==> config.mk <==
export PLATFORM = sky130hd
export DESIGN_NAME = acquisition_trigger_select
export DESIGN_NICKNAME = d
export VERILOG_FILES = /design/src/trigger_select_pkg.sv /design/src/pin_synchronizer.sv /design/src/analog_condition.sv /design/src/acquisition_trigger_select.sv
export SDC_FILE = /design/constraint.sdc
export NUM_CORES = 1
export LEC_CHECK = 0
export ABC_CLOCK_PERIOD_IN_PS = 3300
export BUFFER_PORTS_ARGS = -buffer_cell sky130_fd_sc_hd__buf_2
export CAP_MARGIN = 20
export CORE_UTILIZATION = 52
export DETAILED_ROUTE_END_ITERATION = 8
export PLACE_DENSITY_LB_ADDON = 0.1
export RECOVER_POWER = 100
export SLEW_MARGIN = 15
export SYNTH_ARGS = -nofsm -noshare
export SYNTH_HDL_FRONTEND = slang
export SYNTH_SLANG_ARGS = --single-unit
==> constraint.sdc <==
create_clock -name aclk -period 3.3 [get_ports aclk]
set_clock_uncertainty 0.15 [all_clocks]
set_input_delay 0.495 -clock aclk [delete_from_list [all_inputs] [get_ports aclk]]
set_output_delay 0.495 -clock aclk [all_outputs]
set_load 0.05 [all_outputs]
==> src/trigger_select_pkg.sv <==
package trigger_select_pkg;

  // Register byte offsets on the AXI4-Lite slave
  localparam logic [11:0] CTRL_OFFSET = 12'h000;
  localparam logic [11:0] THRESH_OFFSET = 12'h004;
  localparam logic [11:0] SWTRIG_OFFSET = 12'h008;
  localparam logic [11:0] STATUS_OFFSET = 12'h00C;

  // Bit positions of the write-only software trigger register
  localparam int SW_AI_BIT = 0;
  localparam int SW_AO_BIT = 1;

  // Reset values and writable bits
  localparam logic [31:0] CTRL_RESET = 32'h0000_0000;
  localparam logic [31:0] CTRL_WRITE_MASK = 32'h0000_0FFF;
  localparam logic [31:0] THRESH_RESET = 32'h0000_A060;
  localparam logic [31:0] THRESH_WRITE_MASK = 32'h0000_FFFF;

  // AXI response codes
  localparam logic [1:0] RESP_OKAY = 2'h0;
  localparam logic [1:0] RESP_SLVERR = 2'h2;

  // Trigger source for each process
  typedef enum logic [1:0] {
    SRC_SOFTWARE = 2'h0,
    SRC_ANALOG = 2'h1,
    SRC_DIGITAL = 2'h2,
    SRC_SYNC_BUS = 2'h3
  } trig_src_t;

  // Analog trigger conditions; codes 5 to 7 never fire
  typedef enum logic [2:0] {
    COND_BELOW_LOW = 3'h0,
    COND_ABOVE_HIGH = 3'h1,
    COND_INSIDE = 3'h2,
    COND_HIGH_HYST = 3'h3,
    COND_LOW_HYST = 3'h4
  } condition_t;

  typedef logic [3:0][7:0] channel_codes_t;

  typedef struct packed {
    logic [19:0] reserved;
    logic ao_falling;
    logic ai_falling;
    condition_t condition;
    logic [1:0] channel;
    logic analog_source_channel;
    trig_src_t ao_source;
    trig_src_t ai_source;
  } ctrl_t;

  typedef struct packed {
    logic [15:0] reserved;
    logic [7:0] high;
    logic [7:0] low;
  } thresh_t;

  typedef struct packed {
    logic [19:0] reserved;
    logic sync_level;
    logic output_pin_level;
    logic input_pin_level;
    logic analog_level;
    logic [7:0] sample;
  } status_t;

endpackage

==> src/pin_synchronizer.sv <==
`timescale 1ns/100ps
`default_nettype none
module pin_synchronizer #(
  parameter int WIDTH = 3
) (
  input wire logic aclk,
  input wire logic aresetn,
  input wire logic [WIDTH-1:0] pin,
  output logic [WIDTH-1:0] level
);

  typedef struct packed {
    logic [WIDTH-1:0] s1;
    logic [WIDTH-1:0] s2;
    logic [WIDTH-1:0] s3;
    logic [WIDTH-1:0] level;
  } sync_state_t;

  sync_state_t st;
  sync_state_t next_st;

  // Three stages; the level follows only once stages two and three agree
  always_comb begin
    next_st = st;
    next_st.s1 = pin;
    next_st.s2 = st.s1;
    next_st.s3 = st.s2;
    next_st.level = (~(st.s2 ^ st.s3) & st.s3) | ((st.s2 ^ st.s3) & st.level);
  end

  always_ff @(posedge aclk) begin
    if (!aresetn) begin
      st <= '0;
    end else begin
      st <= next_st;
    end
  end

  assign level = st.level;

endmodule
`default_nettype wire

==> src/analog_condition.sv <==
`timescale 1ns/100ps
`default_nettype none
module analog_condition
  import trigger_select_pkg::*;
(
  input wire logic aclk,
  input wire logic aresetn,
  input wire logic [7:0] sample,
  input wire logic [7:0] low,
  input wire logic [7:0] high,
  input wire condition_t condition,
  output logic level,
  output logic pulse
);

  typedef struct packed {
    logic hyst;
    logic level;
    logic pulse;
  } cond_state_t;

  cond_state_t st;
  cond_state_t next_st;
  logic below;
  logic above;

  // Offset-binary codes order like unsigned numbers
  assign below = sample < low;
  assign above = sample > high;

  always_comb begin
    next_st = st;
    case (condition)
      COND_BELOW_LOW: next_st.level = below;
      COND_ABOVE_HIGH: next_st.level = above;
      COND_INSIDE: next_st.level = !below && !above && (sample != low) && (sample != high);
      // set above high, re-arm below low
      COND_HIGH_HYST: begin
        if (above) begin
          next_st.hyst = 1'b1;
        end else if (below) begin
          next_st.hyst = 1'b0;
        end
        next_st.level = next_st.hyst;
      end
      // set below low, re-arm above high
      COND_LOW_HYST: begin
        if (below) begin
          next_st.hyst = 1'b1;
        end else if (above) begin
          next_st.hyst = 1'b0;
        end
        next_st.level = next_st.hyst;
      end
      default: begin
        next_st.hyst = 1'b0;
        next_st.level = 1'b0;
      end
    endcase
    // one pulse on the rising condition
    next_st.pulse = next_st.level && !st.level;
  end

  always_ff @(posedge aclk) begin
    if (!aresetn) begin
      st <= '0;
    end else begin
      st <= next_st;
    end
  end

  assign level = st.level;
  assign pulse = st.pulse;

endmodule
`default_nettype wire

==> src/acquisition_trigger_select.sv <==
// Added by the designer: the AXI4-Lite interface to the registers and the register offsets.
`timescale 1ns/100ps
`default_nettype none
module acquisition_trigger_select
  import trigger_select_pkg::*;
(
  input wire logic aclk,
  input wire logic aresetn,
  input wire logic [11:0] s_axi_awaddr,
  input wire logic s_axi_awvalid,
  output logic s_axi_awready,
  input wire logic [31:0] s_axi_wdata,
  input wire logic [3:0] s_axi_wstrb,
  input wire logic s_axi_wvalid,
  output logic s_axi_wready,
  output logic [1:0] s_axi_bresp,
  output logic s_axi_bvalid,
  input wire logic s_axi_bready,
  input wire logic [11:0] s_axi_araddr,
  input wire logic s_axi_arvalid,
  output logic s_axi_arready,
  output logic [31:0] s_axi_rdata,
  output logic [1:0] s_axi_rresp,
  output logic s_axi_rvalid,
  input wire logic s_axi_rready,
  input wire logic [7:0] external_analog_trigger_input,
  input wire channel_codes_t channel_code,
  input wire logic input_side_digital_trigger,
  input wire logic output_side_digital_trigger,
  input wire logic sync_bus_trigger_in,
  output logic acquisition_trigger,
  output logic generation_trigger,
  output logic input_trigger_export,
  output logic output_trigger_export
);

  typedef struct packed {
    logic aw_held;
    logic [11:0] aw_addr;
    logic w_held;
    logic [31:0] w_data;
    logic [3:0] w_strb;
    logic bvalid;
    logic [1:0] bresp;
    logic rvalid;
    logic [31:0] rdata;
    logic [1:0] rresp;
    ctrl_t ctrl;
    thresh_t thresh;
    logic sw_ai;
    logic sw_ao;
    logic [2:0] pin_prev;
    logic acq;
    logic gen;
    logic acq_export;
    logic gen_export;
  } top_state_t;

  top_state_t st;
  top_state_t next_st;

  // Filtered pin levels: bit 0 input side, bit 1 output side, bit 2 sync bus
  logic [2:0] pin_level;
  logic [7:0] sample;
  logic analog_level;
  logic analog_pulse;
  logic ai_edge;
  logic ao_edge;
  logic sync_edge;
  status_t status;

  // Byte-lane merge of a write into an existing register value
  function automatic logic [31:0] merge(
    input logic [31:0] old,
    input logic [31:0] data,
    input logic [3:0] strb
  );
    logic [31:0] result;
    result = old;
    for (int i = 0; i < 4; i++) begin
      if (strb[i]) begin
        result[i*8 +: 8] = data[i*8 +: 8];
      end
    end
    return result;
  endfunction

  function automatic logic pick(
    input trig_src_t source,
    input logic software,
    input logic analog,
    input logic digital,
    input logic sync_bus
  );
    logic result;
    case (source)
      SRC_SOFTWARE: result = software;
      SRC_ANALOG: result = analog;
      SRC_DIGITAL: result = digital;
      SRC_SYNC_BUS: result = sync_bus;
      default: result = 1'b0;
    endcase
    return result;
  endfunction

  // pins cross into the timebase through three stages
  pin_synchronizer #(
    .WIDTH(3)
  ) u_pin_sync (
    .aclk(aclk),
    .aresetn(aresetn),
    .pin({sync_bus_trigger_in, output_side_digital_trigger, input_side_digital_trigger}),
    .level(pin_level)
  );

  // external input or one of the four channel codes
  // channel codes already span the channel's own range
  assign sample = st.ctrl.analog_source_channel ? channel_code[st.ctrl.channel]
                                                : external_analog_trigger_input;

  // one comparator unit for every source and condition
  analog_condition u_analog (
    .aclk(aclk),
    .aresetn(aresetn),
    .sample(sample),
    .low(st.thresh.low),
    .high(st.thresh.high),
    .condition(st.ctrl.condition),
    .level(analog_level),
    .pulse(analog_pulse)
  );

  // edge of the chosen polarity on each digital pin
  assign ai_edge = st.ctrl.ai_falling ? (st.pin_prev[0] && !pin_level[0])
                                      : (!st.pin_prev[0] && pin_level[0]);
  assign ao_edge = st.ctrl.ao_falling ? (st.pin_prev[1] && !pin_level[1])
                                      : (!st.pin_prev[1] && pin_level[1]);
  // Sync bus trigger is taken on its rising edge
  assign sync_edge = !st.pin_prev[2] && pin_level[2];

  // Live view for software
  always_comb begin
    status = '0;
    status.sample = sample;
    status.analog_level = analog_level;
    status.input_pin_level = pin_level[0];
    status.output_pin_level = pin_level[1];
    status.sync_level = pin_level[2];
  end

  // Handshakes: one write and one read in flight at a time
  assign s_axi_awready = !st.aw_held && !st.bvalid;
  assign s_axi_wready = !st.w_held && !st.bvalid;
  assign s_axi_arready = !st.rvalid;

  always_comb begin
    next_st = st;
    // Software commands last one cycle only
    next_st.sw_ai = 1'b0;
    next_st.sw_ao = 1'b0;

    // Address and data may arrive in either order
    if (s_axi_awvalid && s_axi_awready) begin
      next_st.aw_held = 1'b1;
      next_st.aw_addr = s_axi_awaddr;
    end
    if (s_axi_wvalid && s_axi_wready) begin
      next_st.w_held = 1'b1;
      next_st.w_data = s_axi_wdata;
      next_st.w_strb = s_axi_wstrb;
    end
    if (st.bvalid && s_axi_bready) begin
      next_st.bvalid = 1'b0;
    end

    // Commit once both halves are held, then answer
    if (st.aw_held && st.w_held) begin
      next_st.aw_held = 1'b0;
      next_st.w_held = 1'b0;
      next_st.bvalid = 1'b1;
      next_st.bresp = RESP_OKAY;
      case ({st.aw_addr[11:2], 2'b00})
        // sources, analog setup and edge polarities
        CTRL_OFFSET: begin
          next_st.ctrl = ctrl_t'(merge(st.ctrl, st.w_data, st.w_strb) & CTRL_WRITE_MASK);
        end
        THRESH_OFFSET: begin
          next_st.thresh = thresh_t'(merge(st.thresh, st.w_data, st.w_strb) & THRESH_WRITE_MASK);
        end
        SWTRIG_OFFSET: begin
          if (st.w_strb[0]) begin
            next_st.sw_ai = st.w_data[SW_AI_BIT];
            next_st.sw_ao = st.w_data[SW_AO_BIT];
          end
        end
        // Status is read only; a write is accepted and dropped
        STATUS_OFFSET: begin
          next_st.bresp = RESP_OKAY;
        end
        default: begin
          next_st.bresp = RESP_SLVERR;
        end
      endcase
    end

    // Read data are captured at the address handshake
    if (s_axi_arvalid && s_axi_arready) begin
      next_st.rvalid = 1'b1;
      next_st.rresp = RESP_OKAY;
      case ({s_axi_araddr[11:2], 2'b00})
        CTRL_OFFSET: next_st.rdata = st.ctrl;
        THRESH_OFFSET: next_st.rdata = st.thresh;
        SWTRIG_OFFSET: next_st.rdata = 32'h0000_0000;
        STATUS_OFFSET: next_st.rdata = status;
        default: begin
          next_st.rdata = 32'h0000_0000;
          next_st.rresp = RESP_SLVERR;
        end
      endcase
    end else if (st.rvalid && s_axi_rready) begin
      next_st.rvalid = 1'b0;
    end

    // Previous filtered levels feed the edge detectors
    next_st.pin_prev = pin_level;

    // input-side trigger from its own sources
    next_st.acq = pick(st.ctrl.ai_source, st.sw_ai, analog_pulse, ai_edge, sync_edge);
    // output-side trigger from its own sources
    next_st.gen = pick(st.ctrl.ao_source, st.sw_ao, analog_pulse, ao_edge, sync_edge);
    // same pulses driven to the export pins
    next_st.acq_export = next_st.acq;
    next_st.gen_export = next_st.gen;
  end

  // Synchronous reset; registers take their reset codes
  always_ff @(posedge aclk) begin
    if (!aresetn) begin
      st <= '0;
      st.ctrl <= ctrl_t'(CTRL_RESET);
      st.thresh <= thresh_t'(THRESH_RESET);
    end else begin
      st <= next_st;
    end
  end

  // Bus answers straight from registers
  assign s_axi_bvalid = st.bvalid;
  assign s_axi_bresp = st.bresp;
  assign s_axi_rvalid = st.rvalid;
  assign s_axi_rdata = st.rdata;
  assign s_axi_rresp = st.rresp;

  // Trigger outputs are registered one-cycle pulses
  assign acquisition_trigger = st.acq;
  assign generation_trigger = st.gen;
  assign input_trigger_export = st.acq_export;
  assign output_trigger_export = st.gen_export;

endmodule
`default_nettype wire

==> results of run 1 <==
## power breakdown
part	switching [mW]	total (mW)	internal [mW]
sequential	0.0248	1.27	1.24
combinational	0.182	0.294	0.112
clock	0.441	0.804	0.363
## Yosys cell counts, types with 2 or more instances
cell type    n
dfxtp_1    100
nand2_1     73
nor2b_1     44
buf_4       41
mux2i_1     41
a21boi_1    34
and2_1      18
clkbuf_1    18
inv_1       17
a22oi_1     16
ha_1        16
o21ai_1     15
nand3_1     14
mux4_2      10
nor2_1      10
mux2_4       7
o21ai_0      7
a21oi_1      6
buf_2        5
nand4_1      5
a211oi_1     4
nand2b_1     4
nand3_2      4
nor4_1       4
nand3b_1     3
o211ai_1     3
a211o_1      2
a21o_1       2
nor4b_1      2
o2111ai_1    2
or2_1        2
## layout make-up
cell class	count	area (sq um)	area share, %
inverter	18	67.6	1.19
clock inverter	7	80.1	1.41
tap	129	161	2.84
timing repair buffer	120	586	10.3
multi-input combinational	378	2670	46.9
sequential	100	2000	35.2
clock buffer	9	124	2.18
## sequential cells by signal (all words and copies together), names as in the netlist, named ones only
| name | cells |
|---|---|
| st | 63 |
| s_axi_rdata | 16 |
| u_pin_sync.next_st | 6 |
| u_pin_sync.st | 3 |
| input_trigger_export | 1 |
| output_trigger_export | 1 |
| s_axi_bresp | 1 |
| s_axi_bvalid | 1 |
| s_axi_rresp | 1 |
| s_axi_rvalid | 1 |
| u_analog.level | 1 |
| u_analog.pulse | 1 |
| u_analog.st | 1 |
## per-layer routing
layer  vias up  wire, microns
li1       1995              -
met1      1813           4800
met2        98           4870
met3        12            371
met4         0            126
met5         -              0
## kinds of logic (layout without fill, tap and decap cells)
family	Yosys count	in the layout	synth area share, %
AO/OA/AOI/OAI	95	95	12.7
AND/OR/NAND/NOR	191	191	19.5
multiplexers	58	58	14.5
flip-flops	100	100	39.1
buffers and inverters	86	154	10.3
other	1	18	0.0732
adder cells (fa/ha/maj)	16	16	3.91
## path summary, 6_finish.rpt
| check | startpoint | to | slack, ns |
|---|---|---|---|
| min | input_side_digital_trigger | u_pin_sync.next_st[6] | 0.19 |
| max | st[46] | u_analog.pulse | 0.13 |
| min reg2reg | u_pin_sync.next_st[8] | u_pin_sync.next_st[5] | 0.29 |
| max reg2reg | st[46] | u_analog.pulse | 0.13 |
## stage by stage
stage               area, sq um  setup WS [ns]  TNS, ns  utilization [%]  hold slack [ns]
detailed placement         5510          0.142        0             58.8            0.274
global placement           5510          0.149        0             58.8            0.264
global route               5690         -0.101   -0.101             60.7            0.163
CTS                        5710          0.121        0             61.0            0.172
floorplan                  5190          0.476        0                -            0.239
finish                     5690          0.131        0             60.7            0.185
## worst max-delay path: stages, from the launching register on
cell	delay [ns]
dfxtp_2	0.36
buf_12	0.14
mux4_2	0.50
mux2_4	0.30
ha_1	0.29
nand4_1	0.20
nor2_1	0.11
a2111oi_2	0.36
o21ai_0	0.15
o211ai_1	0.22
o21ai_1	0.10
a21oi_1	0.21
## timing repair
| item | CTS | global route |
|---|---|---|
| setup buffers | 0 | 1 |
| hold buffers | 0 | 0 |
| endpoints found under the setup margin | 0 | 2 |
| gates resized for setup | 0 | 5 |
==> results.txt, run 1 <==
status = complete, no violations
Final nets = 753
most frequent cells in the layout = 99 x dfxtp_1, 86 x buf_2, 73 x nand2_1
fmax = 316 MHz
non-filler cells, final = 761
Slew @ Worst Pin = 1.38 ns
Post-Syn Area = 0.00512 sq mm
layout overhead on the synthesized area = 11.0%
vias in the first global route = 3750
Die Span Y = 101 microns
# Max-Cap Violations = 0
synthesized area per cell = 9.37 sq um
EDFF count, synth = 0
Yosys cell types = 49
count of final setup violators = 0
Synth async-reset ratio = 0%
Site Rows = 35
Seq cells post-synth = 100
Tcrit/Tclk final = 96.0%
met2 Use GR = 36.1%
Synth Warn # = 0
antenna violations before repair = 0
First-pass DRT Iterations = 4
RD Place Congestion = 0.842
DR WL/cell = 13.4 microns
min Tclk post-route = 3.17 ns
Leak Pwr = 2.43 nW
CTS Root Cell = clkbuf_8
met1 global-route usage = 27.3%
fraction of layout cells with a size suffix above 1 = 20.9%
io pins = 155
Total GRT Usage = 21.3%
leading area contributor after synthesis = dfxtp_1
Total Power = 2.36 mW
Worst EP arrival = 3.30 ns
CTS Sinks = 100
Post-DP HPWL = 7760 microns
DRC Markers = 0
TritonCTS clock tree = yes
First DRT Iteration DRCs = 89
Slew headroom = 7.78%
H-Tree Level Count = 3
Die X = 101 microns
most common cell after layout, fill and taps aside = dfxtp_1
total gr overflow = 0
Starting Density = 54.7%
Final Routed Wirelength = 10200 microns
drt via density = 5.15
Setup crit start kind = flop
R2R cell count = 11
Crit path required time = 3.43 ns
Clock Path Buffers = 2
Placeable Area = 0.00937 sq mm
Final ANT Viol Nets = 0
pwr dens = 416 mW/mm^2
Hold WC Path Type = in2reg
n_diodes = 0
pin count of the biggest net entering global routing = 44
Syn Inst Count = 547
Setup crit end kind = flop
die area = 0.0103 sq mm
Seq/Total Area, Yosys = 39.1%
met3 usage = 4.42%
Port Buf Inserts = 114
Clk Latency, worst-skew pair = 0.37 ns
first-pass GRT wire length = 17100 microns
via count = 3918
hold path cells = 2
Max rail drop VDD = 0.247 mV
Yosys top cell area share = 39.1%
final hold violation count = 0
Num CTS Buffers = 9
fillers = 909
Synth area leaders = dfxtp_1 39%, mux2i_1 8.0%, buf_4 6.0%
CP Class = reg2reg
Crit Path Max Fanout = 9
clock-pin slew on the worst setup and hold paths = 0.10 ns
dpl cells = 744
grt peak-use layer = met2
ys flop type = dfxtp_1
final slew viol count = 0
No activity file was read; power rests on OpenSTA's default activity.
==> inputs of run 2 (changes only) <==
Settings changed: CORE_ASPECT_RATIO set to 0.9.
==> run 2 against run 1 <==
  * Worst hold slack gained 0.0032 ns
  * Sequential share of layout area grew 0.22 points
  * Die area is the same
  * Highest routed layer unchanged
==> results.txt, run 2 (synthesis results as in run 1) <==
DR WL/cell = 13.9 microns (+3.7%)
First DRT Iteration DRCs = 140 (+57%)
CTS Sinks = 100 (unchanged)
Final nets = 753 (unchanged)
Num CTS Buffers = 9 (unchanged)
H-Tree Level Count = 3 (unchanged)
Leak Pwr = 2.42 nW (-0.54%)
Starting Density = 54.9% (+0.23 points)
RSZ-0062 raised after global routing = false
Placeable Area = 0.00933 sq mm (-0.43%)
final hold slack = 0.188 ns (+0.00320 ns)
count of final setup violators = 0 (unchanged)
Worst EP arrival = 3.29 ns (about the same)
Slew @ Worst Pin = 1.28 ns (-0.108 ns)
total gr overflow = 0 (unchanged)
CTS Root Cell = clkbuf_8
CP Class = reg2reg
Final ANT Viol Nets = 0 (unchanged)
Clk Latency, worst-skew pair = 0.37 ns (about the same)
Max rail drop VDD = 0.303 mV (+23%)
total negative slack = 0 ns (unchanged)
clock-pin slew on the worst setup and hold paths = 0.11 ns (about the same)
TritonCTS clock tree = yes
Port Buf Inserts = 114 (unchanged)
fmax = 319 MHz (+1.2%)
pre-CTS setup slack = 0.192 ns (+0.0502 ns)
antenna violations before repair = 0 (unchanged)
# hold bufs at CTS = 0 (unchanged)
max reg flops = 63 (unchanged)
Post-DP HPWL = 8070 microns (+4.0%)
Total GRT Usage = 21.0% (-0.28 points)
Clock Path Buffers = 2 (unchanged)
Hold WC Path Type = in2reg
Setup crit end kind = flop
Top reg by flops = st
io pins = 155 (unchanged)
drt via density = 5.11 (-0.69%)
status = complete, no violations
fraction of layout cells with a size suffix above 1 = 20.3% (-0.63 points)
PostCTS Resize Cnt = 0 (unchanged)
final slew viol count = 0 (unchanged)
min Tclk post-route = 3.13 ns (-0.0374 ns)
# Max-Cap Violations = 0 (unchanged)
Total Power = 2.36 mW (-0.15%)
Tcrit/Tclk final = 94.9% (-1.1 points)
final worst slack = 0.168 ns (+0.0374 ns)
layout overhead on the synthesized area = 10.3%
via count = 3855 (-1.6%)
DRC Markers = 0 (unchanged)
Final Routed Wirelength = 10500 microns (+2.8%)
Crit Path Max Fanout = 7 (-2)
Slew headroom = 15.0% (+7.2 points)
First-pass DRT Iterations = 4 (unchanged)
vias in the first global route = 3602 (-3.9%)
fillers = 877 (-3.5%)
most frequent cells in the layout = 100 x dfxtp_1, 86 x buf_2, 73 x nand2_1
Crit path required time = 3.45 ns (+0.02 ns)
Die X = 107 microns (+5.3%)
postcts setup bufs = 0 (unchanged)
Die Span Y = 96.2 microns (-5.0%)
n_diodes = 0 (unchanged)
final core occ = 60.5% (-0.16 points)
most common cell after layout, fill and taps aside = dfxtp_1
Site Rows = 33 (-5.7%)
pwr dens = 418 mW/mm^2 (+0.54%)
first-pass GRT wire length = 16800 microns (-2.0%)
RD Place Congestion = 0.820 (-2.6%)
die area = 0.0103 sq mm (unchanged)
final hold violation count = 0 (unchanged)
pin count of the biggest net entering global routing = 38 (-14%)
Setup crit start kind = flop
[run 2: cell type report]
type                            count  area [sq um]  share of cell area [%]
Clock inverter                      7          80.1                    1.42
Sequential cell                   100          2000                    35.4
Multi-Input combinational cell    378          2650                    46.9
Clock buffer                        9           124                    2.19
Timing Repair Buffer              120           573                    10.1
Inverter                           18          67.6                    1.20
Tap cell                          122           153                    2.70
[run 2: worst paths after layout]
check,startpoint,cells after the start,slack [ns],endpoint
max,st[46],11,0.17,u_analog.pulse
min,output_side_digital_trigger,2,0.19,u_pin_sync.next_st[7]
max reg2reg,st[46],11,0.17,u_analog.pulse
min reg2reg,u_analog.level,1,0.28,u_analog.pulse
[run 2: layer usage]
| metal | vias up | GRT usage [%] | routed length (microns) |
|---|---|---|---|
| met5 | - | 0 | 0 |
| met4 | 0 | 7.76 | 167 |
| met3 | 14 | 3.79 | 444 |
| met2 | 83 | 35.3 | 4810 |
| met1 | 1776 | 27.0 | 5030 |
| li1 | 1982 | - | - |
[run 2: power by group]
part	total [mW]	switching [mW]	internal, mW
logic	0.294	0.183	0.111
clock network	0.801	0.439	0.361
registers	1.27	0.0246	1.24
total	2.36	0.647	1.71
[run 2: critical path, stage by stage, from the launching register on]
cell and delay (ns):
dfxtp_1 0.35, buf_4 0.18, mux4_2 0.51, mux2_4 0.29, ha_1 0.29, a211oi_1 0.23, nor2_1 0.08, or2_0 0.24
or2_0 0.22, o211ai_1 0.24, o21ai_1 0.11, a21oi_1 0.16
[run 2: per-stage QoR]
stage	area, sq um	instances
3_5_place_dp	5500	738
2_1_floorplan	5190	564
4_1_cts	5700	754
5_1_grt	5650	754
6_report	5650	754
3_3_place_gp	5500	738
==> inputs of run 3 (changes only) <==
Settings changed: PLACE_DENSITY set to 0.8, PLACE_DENSITY_LB_ADDON 0.1 to not set.
==> run 3 against run 2 <==
  * Design area is 0.66% higher
  * Largest power group unchanged
  * Combinational power hardly changed
  * Via count is 1.5% higher
  * Routed wire length is 2.3% higher
  * Die area stayed put
==> results.txt, run 3 (synthesis results as in run 1) <==
Num CTS Buffers = 9 (unchanged)
DRC Markers = 0 (unchanged)
status = complete, no violations
final hold slack = 0.186 ns (-0.00243 ns)
Total GRT Usage = 21.3% (+0.36 points)
Slew headroom = 26.0% (+11 points)
total negative slack = 0 ns (unchanged)
Post-DP HPWL = 8150 microns (+0.99%)
final slew viol count = 0 (unchanged)
most frequent cells in the layout = 100 x dfxtp_1, 86 x buf_2, 73 x nand2_1
CP Cell Sequence = buf_12 -> mux4_2 -> mux2_4 -> ha_1 -> nand4_1 -> nor2_1 -> a2111oi_0 -> o21ai_0 -> o211ai_1 -> o21ai_1 -> a21oi_1
CTS Sinks = 100 (unchanged)
Tcrit/Tclk final = 94.5% (-0.41 points)
postcts setup bufs = 0 (unchanged)
pwr dens = 431 mW/mm^2 (+3.1%)
Port Buf Inserts = 114 (unchanged)
fillers = 827 (-5.7%)
min Tclk post-route = 3.12 ns (-0.0137 ns)
hold path cells = 2 (unchanged)
Die Span Y = 96.2 microns (unchanged)
Setup crit end kind = flop
Hold WC Path Type = in2reg
PostCTS Resize Cnt = 0 (unchanged)
antenna violations before repair = 0 (unchanged)
TritonCTS clock tree = yes
Worst EP arrival = 3.26 ns (-0.03 ns)
First-pass DRT Iterations = 4 (unchanged)
Placeable Area = 0.00933 sq mm (unchanged)
Site Rows = 33 (unchanged)
Starting Density = 54.9% (unchanged)
Crit path required time = 3.45 ns (about the same)
worst r2r dst = u_analog.pulse
slowest CP cell = mux4_2
layout overhead on the synthesized area = 11.0%
Setup crit start kind = flop
# Max-Cap Violations = 0 (unchanged)
die area = 0.0103 sq mm (unchanged)
n_diodes = 0 (unchanged)
Final ANT Viol Nets = 0 (unchanged)
RD Place Congestion = 0.842 (+2.8%)
Top reg by flops = st
via count = 3911 (+1.5%)
r2r startpoint = st[46]
fraction of layout cells with a size suffix above 1 = 20.5% (+0.22 points)
First DRT Iteration DRCs = 156 (+11%)
CP Class = reg2reg
multi-input logic area = 0.00266 sq mm (+0.24%)
Final nets = 751 (-0.27%)
HP Start = sync_bus_trigger_in
Slew @ Worst Pin = 1.11 ns (-0.166 ns)
fmax = 321 MHz (+0.44%)
count of final setup violators = 0 (unchanged)
Final Routed Wirelength = 10700 microns (+2.3%)
total gr overflow = 0 (unchanged)
Worst R2R Setup Slack = 0.18 ns (about the same)
most common cell after layout, fill and taps aside = dfxtp_1
final hold violation count = 0 (unchanged)
Clock Path Buffers = 2 (unchanged)
clock-pin slew on the worst setup and hold paths = 0.10 ns (about the same)
Clk Latency, worst-skew pair = 0.36 ns (about the same)
H-Tree Level Count = 3 (unchanged)
vias in the first global route = 3574 (-0.78%)
io pins = 155 (unchanged)
storage element area = 0.00200 sq mm (unchanged)
drt via density = 5.20 (+1.7%)
dpl cells = 736 (-0.27%)
first-pass GRT wire length = 17200 microns (+2.5%)
delay-heaviest family, CP = compound AO/OA/AOI/OAI gates
pin count of the biggest net entering global routing = 68 (+79%)
# hold bufs at CTS = 0 (unchanged)
Max rail drop VDD = 0.293 mV (-3.4%)
Die X = 107 microns (unchanged)
post-route cell area = 0.00569 sq mm (+0.66%)
max reg flops = 63 (unchanged)
post-placement cell area = 0.00551 sq mm (+0.18%)
Leak Pwr = 2.44 nW (+0.77%)
non-filler cells, final = 752 (-0.27%)
DR WL/cell = 14.2 microns (+2.5%)
Buf+Inv Stages, Crit Path = 1 (unchanged)
R2R cell count = 11 (unchanged)
Crit Path Max Fanout = 8 (+1)
CTS Root Cell = clkbuf_8
RSZ-0062 raised after global routing = false
Hold Path Sink = u_pin_sync.next_st[8]
CP max stage delay = 0.51 ns (about the same)
## run 3: cell types whose count changed in the layout (fill, tap and decap cells not counted), sizes merged
cell,change
buf,-1
inv,-1
bufinv,+1
clkbuf,-1
## run 3: worst max path at each step
stage / endpoint / cells past startpoint / start / slack [ns]
2_1_floorplan: u_analog.pulse / 11 / st[46] / 0.48
3_3_place_gp: u_analog.pulse / 11 / channel_code[29] / 0.17
3_5_place_dp: u_analog.pulse / 11 / channel_code[29] / 0.18
4_1_cts: u_analog.pulse / 11 / st[46] / 0.18
5_1_grt: u_analog.pulse / 11 / st[46] / 0.009
6_report: u_analog.pulse / 11 / st[46] / 0.18
## run 3: worst register-to-register path, delay by kind of cell, from the launching register on
family	cells	cell delay (ns)
buffers and inverters	1	0.16
muxes	2	0.81
DFF	1	0.41
and+or+nand+nor	2	0.24
adders and majority gates	1	0.29
AOI/OAI and AO/OA	5	1.00
## run 3: where the power goes
group          switching, mW  internal, mW  total [mW]  leakage, nW
Combinational          0.184         0.112       0.295         1.51
Sequential            0.0258          1.24        1.27        0.813
Clock                  0.449         0.440       0.889        0.115
Total                  0.658          1.79        2.45         2.44
## run 3: per-stage QoR
step	total power [mW]	setup slack [ns]	utilization, %
floorplan	1.53	0.476	-
global placement	1.59	0.169	59.0
detailed placement	1.60	0.180	59.0
CTS	2.47	0.178	61.5
global route	2.55	0.00875	60.9
finish	2.45	0.182	60.9
## run 3: area by class of cell
type	instances	area share, %
Clock inverter	7	1.91
Inverter	18	1.19
Sequential cell	100	35.2
Multi-Input combinational cell	378	46.7
Tap cell	122	2.68
Clock buffer	9	2.18
Timing Repair Buffer	118	10.1
## run 3: metal layers
| metal | share of wire (%) | global-route usage [%] |
|---|---|---|
| met4 | 0.78 | 5.71 |
| met2 | 48 | 36.3 |
| met3 | 4.1 | 4.06 |
| met1 | 47 | 27.8 |
| met5 | 0 | 0 |
